### src/core/prf_pkg.sv
package prf_pkg;

  // ****************************************************************
  // timing
  // ****************************************************************
  localparam int CLK_HZ       = 100_000_000;
  localparam int REC_PERIOD_S = 1;
  localparam int SEC_CYCLES   = CLK_HZ * REC_PERIOD_S;
  localparam int BAUD_FAST    = 9600;
  localparam int BAUD_SLOW    = 4800;
  // nearest whole cycle per bit; the error stays far below a uart's margin
  localparam int BIT_CYC_FAST = (CLK_HZ + BAUD_FAST / 2) / BAUD_FAST;
  localparam int BIT_CYC_SLOW = (CLK_HZ + BAUD_SLOW / 2) / BAUD_SLOW;
  localparam int DATA_BITS    = 8;
  localparam int BUF_DEPTH    = 2;

  // ****************************************************************
  // framing bytes
  // ****************************************************************
  localparam logic [7:0] DLE_BYTE  = 8'h10;
  localparam logic [7:0] ETX_BYTE  = 8'h03;
  localparam logic [7:0] TYPE_POS  = 8'h33;
  localparam logic [7:0] TYPE_MEAS = 8'h34;
  localparam logic [7:0] LEN_POS   = 8'h40;
  localparam logic [7:0] LEN_MEAS  = 8'he2;

  // ****************************************************************
  // payload fields
  // ****************************************************************
  localparam logic [7:0] FIX_LO_IDX   = 8'h10;
  localparam logic [7:0] FIX_HI_IDX   = 8'h11;
  localparam logic [2:0] FIX_MAX      = 3'h5;
  localparam logic [2:0] FIX_NONE     = 3'h0;
  localparam logic [7:0] SV_BASE_IDX  = 8'h0a;
  localparam logic [4:0] SV_REC_LEN   = 5'h12;
  localparam logic [4:0] SV_SLIP_OFS  = 5'h0e;
  localparam logic [4:0] SV_ID_OFS    = 5'h10;
  localparam logic [4:0] SV_VALID_OFS = 5'h11;
  localparam logic [7:0] SVID_MASK    = 8'h1f;

  typedef enum logic {PRF_REC_POS, PRF_REC_MEAS} prf_rec_t;

endpackage

### src/core/prf_byte_if.sv
interface prf_byte_if;
  logic [prf_pkg::DATA_BITS-1:0] data;
  logic                          valid;
  logic                          ready;
  logic [15:0]                   bit_cyc;

  modport src (output data, output valid, output bit_cyc, input ready);
  modport snk (input data, input valid, input bit_cyc, output ready);
endinterface

### src/core/prf_uart_tx.sv
module prf_uart_tx #(
  parameter int W     = prf_pkg::DATA_BITS,
  parameter int DEPTH = prf_pkg::BUF_DEPTH
) (
  // clock and reset
  input  wire logic clk,
  input  wire logic srst,
  // byte stream in
  prf_byte_if.snk   in_if,
  // serial line
  output logic      txd
);
  localparam int PW = (DEPTH > 1) ? $clog2(DEPTH) : 1;
  localparam int CW = $clog2(DEPTH + 1);
  localparam int BW = $clog2(W + 3);

  // ****************************************************************
  // two-entry buffer
  // ****************************************************************
  logic [W-1:0]  mem_r [DEPTH];
  logic [PW-1:0] wp_r;
  logic [PW-1:0] rp_r;
  logic [CW-1:0] cnt_r;
  logic          busy_r;
  logic [W+1:0]  shift_r;
  logic [BW-1:0] bits_r;
  logic [15:0]   cyc_r;
  logic [15:0]   bit_cyc_r;
  logic          txd_r;
  wire           push = in_if.valid && in_if.ready;
  wire           pop  = !busy_r && (cnt_r != '0);
  wire           bit_end = busy_r && (cyc_r == 16'h0000);

  // the framer stalls on this, so a slow line never drops a byte
  assign in_if.ready = (cnt_r != CW'(DEPTH));
  assign txd = txd_r;

  always_ff @(posedge clk) begin
    if (srst) begin
      wp_r  <= '0;
      rp_r  <= '0;
      cnt_r <= '0;
    end else begin
      if (push) begin
        mem_r[wp_r] <= in_if.data;
        wp_r <= (wp_r == PW'(DEPTH - 1)) ? '0 : wp_r + PW'(1);
      end
      if (pop) begin
        rp_r <= (rp_r == PW'(DEPTH - 1)) ? '0 : rp_r + PW'(1);
      end
      cnt_r <= cnt_r + CW'(push) - CW'(pop);
    end
  end

  // ****************************************************************
  // shifter: start, eight data bits lsb first, stop, no parity
  // ****************************************************************
  // the bit time is caught per character, so a rate change never
  // splits one character across two rates
  always_ff @(posedge clk) begin
    if (srst) begin
      busy_r    <= 1'b0;
      txd_r     <= 1'b1;
      shift_r   <= '1;
      bits_r    <= '0;
      cyc_r     <= 16'h0000;
      bit_cyc_r <= 16'h0000;
    end else if (pop) begin
      busy_r    <= 1'b1;
      shift_r   <= {1'b1, mem_r[rp_r], 1'b0};
      txd_r     <= 1'b0;
      bits_r    <= BW'(W + 1);
      cyc_r     <= in_if.bit_cyc - 16'h0001;
      bit_cyc_r <= in_if.bit_cyc;
    end else if (bit_end) begin
      if (bits_r == '0) begin
        busy_r <= 1'b0;
      end else begin
        txd_r   <= shift_r[1];
        shift_r <= {1'b1, shift_r[W+1:1]};
        bits_r  <= bits_r - BW'(1);
        cyc_r   <= bit_cyc_r - 16'h0001;
      end
    end else if (busy_r) begin
      cyc_r <= cyc_r - 16'h0001;
    end
  end

  a_start_low:
    assert property (@(posedge clk) disable iff (srst)
      (busy_r && !$past(busy_r)) |-> !txd_r)
    else $error("character did not open with a low start bit");
  a_stop_high:
    assert property (@(posedge clk) disable iff (srst)
      (busy_r && bits_r == '0) |-> txd_r)
    else $error("stop bit not high");
  a_buf_full:
    assert property (@(posedge clk) disable iff (srst)
      (cnt_r == CW'(DEPTH)) |=> (cnt_r <= CW'(DEPTH)))
    else $error("buffer count ran past its depth");
  c_buf_fill:
    cover property (@(posedge clk) disable iff (srst)
      cnt_r == CW'(DEPTH));
endmodule

### src/core/prf_framer.sv
// Operation
// each phase-mode second send a position then a measurement record
// line runs 9600 baud by default, 8 data bits, no parity
// record opens with 0x10, then type byte, length byte, then payload
// position type 0x33 length 0x40; measurement type 0x34 length 0xe2
// payload followed by checksum, 0x10, and closing 0x03
// checksum makes the byte sum between delimiters zero modulo 256
// receiver deframes with data, delimiter and end states
// receiver in end state drops bytes until a 0x10 arrives
// receiver queue of 256 bytes, index wraps past 255
// correction data arriving switches the output rate to its rate
// correction data comes at 9600 or 4800 baud, never slower
// fix code 0..5 only; 6 and above are never sent
// slip and valid bytes: zero means no or invalid, else yes
// receiver converts phase by times 360 over 2048
// satellite number byte lies in 0..31
// text sentence output stays off during phase mode
// a 0x10 in type, length, payload or checksum is sent twice
module prf_framer #(
  parameter int SEC_CYCLES   = prf_pkg::SEC_CYCLES,
  parameter int BIT_CYC_FAST = prf_pkg::BIT_CYC_FAST,
  parameter int BIT_CYC_SLOW = prf_pkg::BIT_CYC_SLOW
) (
  // clock and reset
  input  wire logic       clk,
  input  wire logic       srst,
  // mode and navigation state
  input  wire logic       phase_mode,
  input  wire logic [2:0] fix_code,
  // correction input status
  input  wire logic       corr_seen,
  input  wire logic       corr_slow,
  // payload source
  output logic            pay_rd,
  output logic            pay_rec,
  output logic [7:0]      pay_idx,
  input  wire logic [7:0] pay_data,
  // status
  output logic            text_en,
  output logic            rec_done,
  // serial line
  output logic            txd
);
  typedef enum {S_IDLE, S_DLE1, S_TYPE, S_LEN, S_RD, S_WT, S_CAP, S_PAY,
                S_CKS, S_DLE2, S_ETX} prf_state_t;

  // ****************************************************************
  // state
  // ****************************************************************
  prf_state_t        st_r;
  prf_state_t        st_nxt;
  prf_pkg::prf_rec_t rec_r;
  logic [7:0]        dat_r;
  logic              vld_r;
  logic              dup_r;
  logic [7:0]        sum_r;
  logic [7:0]        idx_r;
  logic [4:0]        svo_r;
  logic [7:0]        pay_q_r;
  logic              pend_r;
  logic [31:0]       sec_cnt_r;
  logic [15:0]       baud_r;
  logic              pay_rd_r;
  logic              pay_rec_r;
  logic [7:0]        pay_idx_r;
  logic              text_en_r;
  logic              rec_done_r;

  prf_byte_if byte_if ();

  // ****************************************************************
  // decode
  // ****************************************************************
  wire        is_meas  = (rec_r == prf_pkg::PRF_REC_MEAS);
  wire [7:0]  type_b   = is_meas ? prf_pkg::TYPE_MEAS : prf_pkg::TYPE_POS;
  wire [7:0]  len_b    = is_meas ? prf_pkg::LEN_MEAS : prf_pkg::LEN_POS;
  wire [7:0]  cks_b    = 8'h00 - sum_r;
  wire [2:0]  fix_ok   = (fix_code > prf_pkg::FIX_MAX) ?
                         prf_pkg::FIX_NONE : fix_code;
  wire        in_sv    = is_meas && (idx_r >= prf_pkg::SV_BASE_IDX);
  wire        pay_last = (idx_r == len_b - 8'h01);
  wire        tick     = (sec_cnt_r == 32'(SEC_CYCLES - 1));
  wire        start    = (st_r == S_IDLE) && pend_r && phase_mode;
  wire        emit     = (st_r == S_DLE1) || (st_r == S_TYPE) ||
                         (st_r == S_LEN) || (st_r == S_PAY) ||
                         (st_r == S_CKS) || (st_r == S_DLE2) ||
                         (st_r == S_ETX);
  wire        stuffable = (st_r == S_TYPE) || (st_r == S_LEN) ||
                          (st_r == S_PAY) || (st_r == S_CKS);
  wire [7:0]  cur_byte =
      (st_r == S_TYPE) ? type_b :
      (st_r == S_LEN)  ? len_b :
      (st_r == S_PAY)  ? pay_q_r :
      (st_r == S_CKS)  ? cks_b :
      (st_r == S_ETX)  ? prf_pkg::ETX_BYTE : prf_pkg::DLE_BYTE;
  wire        load  = emit && (!vld_r || byte_if.ready);
  // a second copy keeps the receiver's deframer in its data state
  wire        again = load && stuffable && !dup_r &&
                      (cur_byte == prf_pkg::DLE_BYTE);
  wire        adv   = load && !again;

  // payload fields the framer owns are forced into their legal range
  function automatic logic [7:0] prf_fix_byte(
    input logic       meas,
    input logic       sv,
    input logic [7:0] idx,
    input logic [4:0] svo,
    input logic [7:0] raw,
    input logic [2:0] fix
  );
    logic [7:0] b;
    b = raw;
    if (!meas && idx == prf_pkg::FIX_LO_IDX) begin
      b = {5'h00, fix};
    end else if (!meas && idx == prf_pkg::FIX_HI_IDX) begin
      b = 8'h00;
    end else if (sv && (svo == prf_pkg::SV_SLIP_OFS ||
                        svo == prf_pkg::SV_VALID_OFS)) begin
      b = (raw != 8'h00) ? 8'h01 : 8'h00;
    end else if (sv && svo == prf_pkg::SV_ID_OFS) begin
      b = raw & prf_pkg::SVID_MASK;
    end
    return b;
  endfunction

  // ****************************************************************
  // sequencing
  // ****************************************************************
  always_comb begin
    st_nxt = st_r;
    case (st_r)
      S_IDLE:  if (start) st_nxt = S_DLE1;
      S_DLE1:  if (adv) st_nxt = S_TYPE;
      S_TYPE:  if (adv) st_nxt = S_LEN;
      S_LEN:   if (adv) st_nxt = S_RD;
      S_RD:    st_nxt = S_WT;
      S_WT:    st_nxt = S_CAP;
      S_CAP:   st_nxt = S_PAY;
      S_PAY:   if (adv) st_nxt = pay_last ? S_CKS : S_RD;
      S_CKS:   if (adv) st_nxt = S_DLE2;
      S_DLE2:  if (adv) st_nxt = S_ETX;
      S_ETX:   if (adv) st_nxt = is_meas ? S_IDLE : S_DLE1;
      default: st_nxt = S_IDLE;
    endcase
  end

  always_ff @(posedge clk) begin
    if (srst) begin
      st_r  <= S_IDLE;
      rec_r <= prf_pkg::PRF_REC_POS;
      vld_r <= 1'b0;
      dat_r <= 8'h00;
      dup_r <= 1'b0;
    end else begin
      st_r  <= st_nxt;
      vld_r <= load | (vld_r & ~byte_if.ready);
      if (load) begin
        dat_r <= cur_byte;
        dup_r <= again;
      end
      if (start) begin
        rec_r <= prf_pkg::PRF_REC_POS;
      end else if (st_r == S_ETX && adv) begin
        rec_r <= prf_pkg::PRF_REC_MEAS;
      end
    end
  end

  always_ff @(posedge clk) begin
    if (srst) begin
      sum_r   <= 8'h00;
      idx_r   <= 8'h00;
      svo_r   <= 5'h00;
      pay_q_r <= 8'h00;
    end else begin
      if (st_r == S_DLE1) begin
        sum_r <= 8'h00;
        idx_r <= 8'h00;
        svo_r <= 5'h00;
      end else if (adv && stuffable) begin
        sum_r <= sum_r + cur_byte;
      end
      if (st_r == S_PAY && adv) begin
        idx_r <= idx_r + 8'h01;
        if (in_sv) begin
          svo_r <= (svo_r == prf_pkg::SV_REC_LEN - 5'h01) ?
                   5'h00 : svo_r + 5'h01;
        end
      end
      if (st_r == S_CAP) begin
        pay_q_r <= prf_fix_byte(is_meas, in_sv, idx_r, svo_r, pay_data,
                                fix_ok);
      end
    end
  end

  // ****************************************************************
  // cadence, rate and ports
  // ****************************************************************
  // a second that ends while the previous pair is still on the line
  // is held, not dropped; the set beats the clear
  always_ff @(posedge clk) begin
    if (srst) begin
      sec_cnt_r  <= 32'h0000_0000;
      pend_r     <= 1'b0;
      baud_r     <= 16'(BIT_CYC_FAST);
      pay_rd_r   <= 1'b0;
      pay_rec_r  <= 1'b0;
      pay_idx_r  <= 8'h00;
      text_en_r  <= 1'b1;
      rec_done_r <= 1'b0;
    end else begin
      sec_cnt_r  <= tick ? 32'h0000_0000 : sec_cnt_r + 32'h0000_0001;
      pend_r     <= (tick & phase_mode) | (pend_r & ~start);
      if (corr_seen) begin
        baud_r <= corr_slow ? 16'(BIT_CYC_SLOW) : 16'(BIT_CYC_FAST);
      end
      pay_rd_r   <= (st_r == S_RD);
      if (st_r == S_RD) begin
        pay_rec_r <= is_meas;
        pay_idx_r <= idx_r;
      end
      text_en_r  <= ~phase_mode;
      rec_done_r <= (st_r == S_ETX) && adv;
    end
  end

  assign byte_if.data    = dat_r;
  assign byte_if.valid   = vld_r;
  assign byte_if.bit_cyc = baud_r;
  assign pay_rd   = pay_rd_r;
  assign pay_rec  = pay_rec_r;
  assign pay_idx  = pay_idx_r;
  assign text_en  = text_en_r;
  assign rec_done = rec_done_r;

  prf_uart_tx prf_uart_tx_inst (
    .clk   (clk),
    .srst  (srst),
    .in_if (byte_if),
    .txd   (txd)
  );

  // ****************************************************************
  // checks
  // ****************************************************************
  a_sec_start:
    assert property (@(posedge clk) disable iff (srst)
      start |=> (st_r == S_DLE1) && !is_meas)
    else $error("pending second did not open a position record");
  a_meas_next:
    assert property (@(posedge clk) disable iff (srst)
      (st_r == S_ETX && adv && !is_meas) |=> (st_r == S_DLE1) && is_meas)
    else $error("measurement record did not follow position record");
  a_open_delim:
    assert property (@(posedge clk) disable iff (srst)
      (st_r == S_TYPE && $past(st_r) == S_DLE1) |-> (dat_r == 8'h10))
    else $error("record did not open with the delimiter");
  a_type_len:
    assert property (@(posedge clk) disable iff (srst)
      (st_r == S_LEN && load) |=> (dat_r == (is_meas ? 8'he2 : 8'h40)) &&
      ($past(dat_r) == (is_meas ? 8'h34 : 8'h33) || $past(dat_r) == 8'h10))
    else $error("wrong type or length byte");
  a_close_seq:
    assert property (@(posedge clk) disable iff (srst)
      (st_r == S_ETX && adv) |=> (dat_r == 8'h03) && rec_done)
    else $error("record not closed by 0x03");
  a_sum_zero:
    assert property (@(posedge clk) disable iff (srst)
      (st_r == S_DLE2 && $past(st_r) == S_CKS) |-> (sum_r == 8'h00))
    else $error("checksum leaves a non-zero sum");
  a_dle_twice:
    assert property (@(posedge clk) disable iff (srst)
      again |=> dup_r && (st_r == $past(st_r)) && (dat_r == 8'h10))
    else $error("delimiter value not repeated");
  a_rate_switch:
    assert property (@(posedge clk) disable iff (srst)
      corr_seen |=> baud_r == (($past(corr_slow)) ?
                    16'(BIT_CYC_SLOW) : 16'(BIT_CYC_FAST)))
    else $error("rate did not follow correction input");
  a_fix_range:
    assert property (@(posedge clk) disable iff (srst)
      (st_r == S_PAY && !is_meas && idx_r == 8'h10) |-> pay_q_r <= 8'h05)
    else $error("fix code out of range");
  a_svid_range:
    assert property (@(posedge clk) disable iff (srst)
      (st_r == S_PAY && in_sv && svo_r == 5'h10) |-> pay_q_r <= 8'h1f)
    else $error("satellite number above 31");
  a_text_off:
    assert property (@(posedge clk) disable iff (srst)
      phase_mode [*2] |-> !text_en)
    else $error("text output on in phase mode");

  c_pair_done:
    cover property (@(posedge clk) disable iff (srst)
      rec_done && is_meas);
  c_dle_stuffed:
    cover property (@(posedge clk) disable iff (srst) again);
  c_slow_rate:
    cover property (@(posedge clk) disable iff (srst)
      corr_seen && corr_slow);
  c_stall:
    cover property (@(posedge clk) disable iff (srst)
      vld_r && !byte_if.ready);
endmodule

### config.mk
export PLATFORM = sky130hd
export DESIGN_NAME = prf_framer
export DESIGN_NICKNAME = d
export VERILOG_FILES = /design/src/core/prf_pkg.sv /design/src/core/prf_byte_if.sv /design/src/core/prf_uart_tx.sv /design/src/core/prf_framer.sv
export SDC_FILE = /design/constraint.sdc
export NUM_CORES = 1
export LEC_CHECK = 0
export BUFFER_PORTS_ARGS = -buffer_cell sky130_fd_sc_hd__buf_2
export CAP_MARGIN = 10
export CORE_ASPECT_RATIO = 1.75
export CORE_MARGIN = 1.5
export CORE_UTILIZATION = 58
export DETAILED_ROUTE_END_ITERATION = 10
export PLACE_DENSITY = 0.79
export SLEW_MARGIN = 40
export SYNTH_ARGS = -nofsm -noshare
export SYNTH_HDL_FRONTEND = slang
export SYNTH_SLANG_ARGS = --single-unit
### constraint.sdc
create_clock -name clk -period 7.6 [get_ports clk]
set_clock_uncertainty 0.1 [all_clocks]
set_input_delay 1.52 -clock clk [delete_from_list [all_inputs] [get_ports clk]]
set_output_delay 1.52 -clock clk [all_outputs]
set_load 0.01 [all_outputs]
-- Yosys cells after proc, flatten, opt, wreduce, memory -nomap -nowiden
Memories as Yosys holds them, arrays and structs flattened. A register that Yosys moved wholly into a read port is not among the register bits.
Cells that the tools add are included.
- bits in registers: 184
- RAM bits: 16
- output and inout bits: 13
- word-level logic and storage cells: 198
- memories kept: 1
- $add $sub $neg: 14
- $lt $le $gt $ge: 2
- equal/unequal tests: 38
- mux-type cells: 54
- bitwise logic cells: 9
- reduce and logical (&&, ||, !) cells: 53
- memories (name ; words ; width ; rd ports ; clocked after memory_dff ; wr ports ; line ; source):
    prf_uart_tx_inst.mem_r ; 2 ; 8 ; 1 ; 1 ; 1 ; prf_uart_tx.sv:20 ; logic [W-1:0] mem_r [DEPTH];
- operator list (cell ; count):
    one-hot mux 32 bit (11 select lines) ; 1
    2-to-1 mux 32 bit ; 8
    equality test 32 x 3 -> 1 bit (second input constant) ; 6
    equality test 32 x 4 -> 1 bit (second input constant) ; 6
    equality test 32 x 2 -> 1 bit (second input constant) ; 3
    equality test 32 x 5 -> 1 bit (second input constant) ; 3
    2-to-1 mux 8 bit ; 11
    zero test 32 bit ; 2
    2-to-1 mux 16 bit ; 4
    subtractor 16 x 1 -> 16 bit (second input constant) ; 3
    adder 32 x 1 -> 32 bit (second input constant) ; 1
    equality test 32 x 1 -> 1 bit (second input constant) ; 1
    equality test 32 x 27 -> 1 bit (second input constant) ; 1
    2-to-1 mux 9 bit ; 3
    2-to-1 mux 5 bit ; 5
    equality test 8 x 5 -> 1 bit (second input constant) ; 3
    logical AND 1 bit ; 18
    inequality test 2 bit (second input constant) ; 9
    zero test 16 bit ; 1
    2-to-1 mux 4 bit ; 4
    2-to-1 mux 1 bit ; 15
    2-to-1 mux 15 bit ; 1
    logical OR 1 bit ; 11
    equality test 5 bit (second input constant) ; 2
    27 further kinds ; 48

-- Logic depth before layout (Yosys ltp)
- depth after elaboration: 15
- mapped depth: 14
- gate-level depth less buffers: 14

-- By module
From an unflattened synthesis, not the netlist that was laid out.
- cell total of the unflattened synthesis: 971
- area, all modules: 8219.1 um^2
- modules (own cells, without submodules) (module ; times used ; cells each ; area an instance (um^2) ; sequential area each (um^2)):
    prf_framer ; 1 ; 600 ; 4912.2 ; 1821.7
    prf_uart_tx ; 1 ; 371 ; 3306.9 ; 1501.4

-- Worst setup path after synthesis
Ideal clock, no wire load.
- path kind: input -> register
- from: input srst
- to: memory prf_uart_tx_inst.mem_r[0][0] in the netlist's numbering, enable pin
- setup time: 0.383 ns
- arrival: 2.746 ns
- slack: 4.371 ns
- stages on the path: 4
- path buffers: 3
- cells stage by stage: clkbuf_1 clkbuf_1 buf_1 nor3_1
- longest elaborated chain between the ends: 2
- RTL lines (element ; line ; source):
    start: declaration ; prf_framer.sv:26 ; input wire logic srst,
    2-to-1 mux 1 bit ; prf_uart_tx.sv:39 ; if (srst) begin
    2-to-1 mux 1 bit (not written as such) ; prf_uart_tx.sv:45 ; mem_r[wp_r] <= in_if.data;
    end: declaration ; prf_uart_tx.sv:20 ;
Every way passes these cells.

-- Final worst setup path
- from: register st_r[2]
- to: register sum_r[7]
- elaborated cells on any way between the ends: 31
- those cells by class: add/sub (1); eq/ne (8); mux (5); reduce/logical (17)
- RTL lines (element ; line ; source):
    start: declaration ; prf_framer.sv:50 ; prf_state_t st_r;
    start signal: assignment ; prf_framer.sv:155 ; st_r <= st_nxt;
    equality test 32 x 5 -> 1 bit ; prf_framer.sv:95 ; (st_r == S_ETX) ? prf_pkg::ETX_BYTE : prf_pkg::DLE_BYTE;
    2-to-1 mux 5 bit ; prf_framer.sv:95 ;
    2-to-1 mux 8 bit ; prf_framer.sv:94 ; (st_r == S_CKS) ? cks_b :
    2-to-1 mux 8 bit ; prf_framer.sv:93 ; (st_r == S_PAY) ? pay_q_r :
    2-to-1 mux 8 bit ; prf_framer.sv:92 ; (st_r == S_LEN) ? len_b :
    2-to-1 mux 8 bit * ; prf_framer.sv:91 ; (st_r == S_TYPE) ? type_b :
    net cur_byte[1] ; prf_framer.sv:90 ; wire [7:0] cur_byte =
    parallel branches: the longest is 5 deep, another holds adder 8 bit ; -- ;
    end signal: assignment ; prf_framer.sv:181 ; sum_r <= sum_r + cur_byte;
    end: declaration ; prf_framer.sv:56 ; logic [7:0] sum_r;
Mark *: on every way through the listed nets, which the timed path passes.
A chain may end at the register's enable or synchronous reset.

==> impl_metrics.py <==
metrics = {
    "run_status": {
        "status": "finished clean",
    },
    "grt": {
        "grt_overflow_total": 0,
        "grt_pass1_wl_mm": 28.5,
        "grt_pass1_vias": 6233,
        "grt_max_degree": 51,
        "antenna_found_initial": 0,
        "grtUsageTotal": 0.265,
    },
    "pwr": {
        "combPwrFrac": 0.279,
        "sequentialPowerShare": 0.383,
        "p_int_mw": 1.62,
        "p_sw_mw": 0.904,
        "peakVddDrop_mv": 0.189,
        "power_density_nw_per_um2": 304,
        "swShare": 0.358,
        "power_frac_clock": 0.338,
        "p_leak_nw": 3.03,
    },
    "routing": {
        "wl_mm": 17.2,
        "vias": 6464,
        "routedWlPerCell_microns": 15.8,
        "ant_nets": 0,
        "drtIter0Drc": 410,
        "drt_first_pass_iters": 6,
        "vias_per_cell": 5.94,
        "drc": 0,
    },
    "clocking": {
        "ctsRootBufferMaster": "clkbuf_16",
        "htreeDepth": 4,
        "postCtsResizedCells": 0,
        "cts_num_sinks": 145,
        "clockBufferDepth": 2,
        "worst_skew_pair.late_latency_ns": 0.42,
        "numCtsBuffers": 17,
        "ctsHoldBuffers": 0,
        "cts.clk_slew.worst_paths_ns": 0.07,
        "post_cts_buffers": 0,
        "cts_tree": "yes",
    },
    "layout": {
        "utilization": 0.663,
        "nets": 945,
        "layout_commonest_cell": "dfxtp_1",
        "syn_to_final_growth_pct": 11.4,
        "layout-drive-gt1-share": 0.0946,
        "final_cell_mix": "dfxtp_1, nor2_1, nand2_1",
        "stdcell_area_sq_um": 8290,
        "antennaDiodeCount": 0,
    },
    "critical_path": {
        "crit_required_ns": 7.85,
        "end_kind": "flop",
        "path_max_fanout": 21,
        "path_class": "flop to flop",
        "crit_chain": "mux2_2 -> a21oi_1 -> o22a_1 -> inv_1 -> ha_1 -> a21oi_1 -> o211ai_1 -> o41ai_1 -> xnor2_1 -> or4_1 -> a21oi_1",
        "cpMaxStageDelayCell": "dfxtp_1",
        "cp_common_cell": "a21oi_1",
        "arrival_ns": 3.89,
        "startpoint_type": "flop",
        "cp_slowest_stage_delay_ns": 0.77,
    },
    "flow_run": {
        "drv_cap": 0,
    },
    "die": {
        "rows": 54,
        "die_w_microns": 88.6,
        "fp.dieH_microns": 153,
        "initial_core_util": 0.595,
        "design.core.area_sq_um": 12500,
        "ios": 29,
        "die_area_sq_um": 13500,
    },
    "sta": {
        "hold_viol_final": 0,
        "clock.fmax_mhz": 274,
        "setup_tns_ns": 0,
        "drv_slew": 0,
        "grt_setup_unrepaired": "no",
        "min_period_ns": 3.64,
        "min_period_over_period": 0.479,
        "setup-violations-final": 0,
        "worst_slew_pin_slew_ns": 0.827,
        "slew_headroom": 0.445,
    },
    "synth": {
        "async_reset_ff_frac": 0,
        "synth_cell_types": 74,
        "ys_ff_latch": 145,
        "syn_inst": 899,
        "netlist_area_sq_um": 7440,
        "syn-num-nets": 937,
        "ys_warn_count": 0,
        "synth_edf_count": 16,
        "ys_seq_area_frac": 0.412,
        "avgSynthCellArea_sq_um": 8.27,
        "synth_flop_cell": "dfxtp_1",
    },
    "placed_design": {
        "gp_congestion": 0.977,
        "dpl.hpwl_mm": 12.4,
        "place_area_sq_um": 7670,
        "port_buffers": 28,
    },
    "worst_hold_path": {
        "hp-class": "flop to flop",
    },
}
==> area by class of cell <==
type,count,area (sq um)
fill,1015,4210
multi-input combinational,673,4070
sequential,145,3060
clock buffer,17,425
tap,168,210
timing repair buffer,36,200
clock inverter,15,195
inverter,34,128
==> worst max-delay path: cells and delay by family, from the launching register on <==
| kind | cells | cell delay, ns |
|---|---|---|
| xor gates and xnor gates | 1 | 0.14 |
| buffers and inverters | 1 | 0.08 |
| adders and majority gates | 1 | 0.27 |
| AOI/OAI and AO/OA | 6 | 1.34 |
| DFF | 1 | 0.77 |
| muxes | 1 | 0.40 |
| and+or+nand+nor | 1 | 0.48 |
==> flip-flops by register name, indices dropped and copies added (netlist names), 2 cells and up, named ones only <==
register,cells
baud_r,2
byte_if.data,8
idx_r,8
pay_idx,8
pay_q_r,8
prf_uart_tx_inst.bit_cyc_r,3
prf_uart_tx_inst.bits_r,4
prf_uart_tx_inst.cnt_r,2
prf_uart_tx_inst.cyc_r,16
prf_uart_tx_inst.mem_r,16
prf_uart_tx_inst.shift_r,9
sec_cnt_r,32
st_r,4
sum_r,8
svo_r,5
==> cells in the mapped netlist (all sizes together) (20+ instances only) <==
library cell  instances  area, sq um
dfxtp               129         2580
nor2                123          462
nand2               104          390
nand3                51          255
a21oi                50          250
clkbuf               36          135
inv                  33          124
nor3                 28          140
xnor2                27          236
xor2                 23          201
ha                   21          263
o21ai                20          111
==> logic make-up (layout without fill, tap and decap cells) <==
group / Yosys count / count (layout) / synth area share
compound gates: 175 / 175 / 0.159
mux: 18 / 18 / 0.0246
buf+inv: 81 / 102 / 0.0441
simple gates: 408 / 408 / 0.263
xor+xnor: 50 / 50 / 0.0589
flops: 145 / 145 / 0.412
fa+ha+maj: 22 / 22 / 0.0380
==> metrics by stage <==
stage                     hold WS [ns]  std cells  setup slack (ns)  total power [mW]
after floorplan                  0.325        899              4.37              1.51
after global placement           0.343       1056              3.95              1.66
after detailed placement         0.346       1056              3.91              1.67
after CTS                        0.356       1088              4.03              2.53
after global routing             0.372       1088              3.72              2.66
final                            0.353       1088              3.96              2.52
==> worst paths after layout <==
path	cells past startpoint	slack, ns	from	endpoint
worst max-delay path	11	3.96	st_r[2]	sum_r[7]
worst min-delay path	2	0.35	pay_idx[5]	pay_idx[5]
worst max register to register	11	3.96	st_r[2]	sum_r[7]
worst min register to register	2	0.35	pay_idx[5]	pay_idx[5]
==> metal layers <==
metal | track usage | vias to the layer above | part of all wire | wire length [microns]
li1 | - | 3212 | - | -
met1 | 0.274 | 3024 | 0.39 | 6650
met2 | 0.491 | 173 | 0.55 | 9380
met3 | 0.0405 | 55 | 0.028 | 486
met4 | 0.138 | 0 | 0.040 | 690
met5 | 0 | - | 0 | 0
==> power by group through the flow <==
| stage | Combinational, mW | Clock, mW | Sequential, mW |
|---|---|---|---|
| after floorplan | 0.571 | 0 | 0.941 |
| after global placement | 0.684 | 0 | 0.978 |
| after detailed placement | 0.693 | 0 | 0.980 |
| after CTS | 0.702 | 0.861 | 0.964 |
| after global routing | 0.791 | 0.895 | 0.978 |
| final | 0.705 | 0.852 | 0.966 |
(Power assumes the default switching activity.)
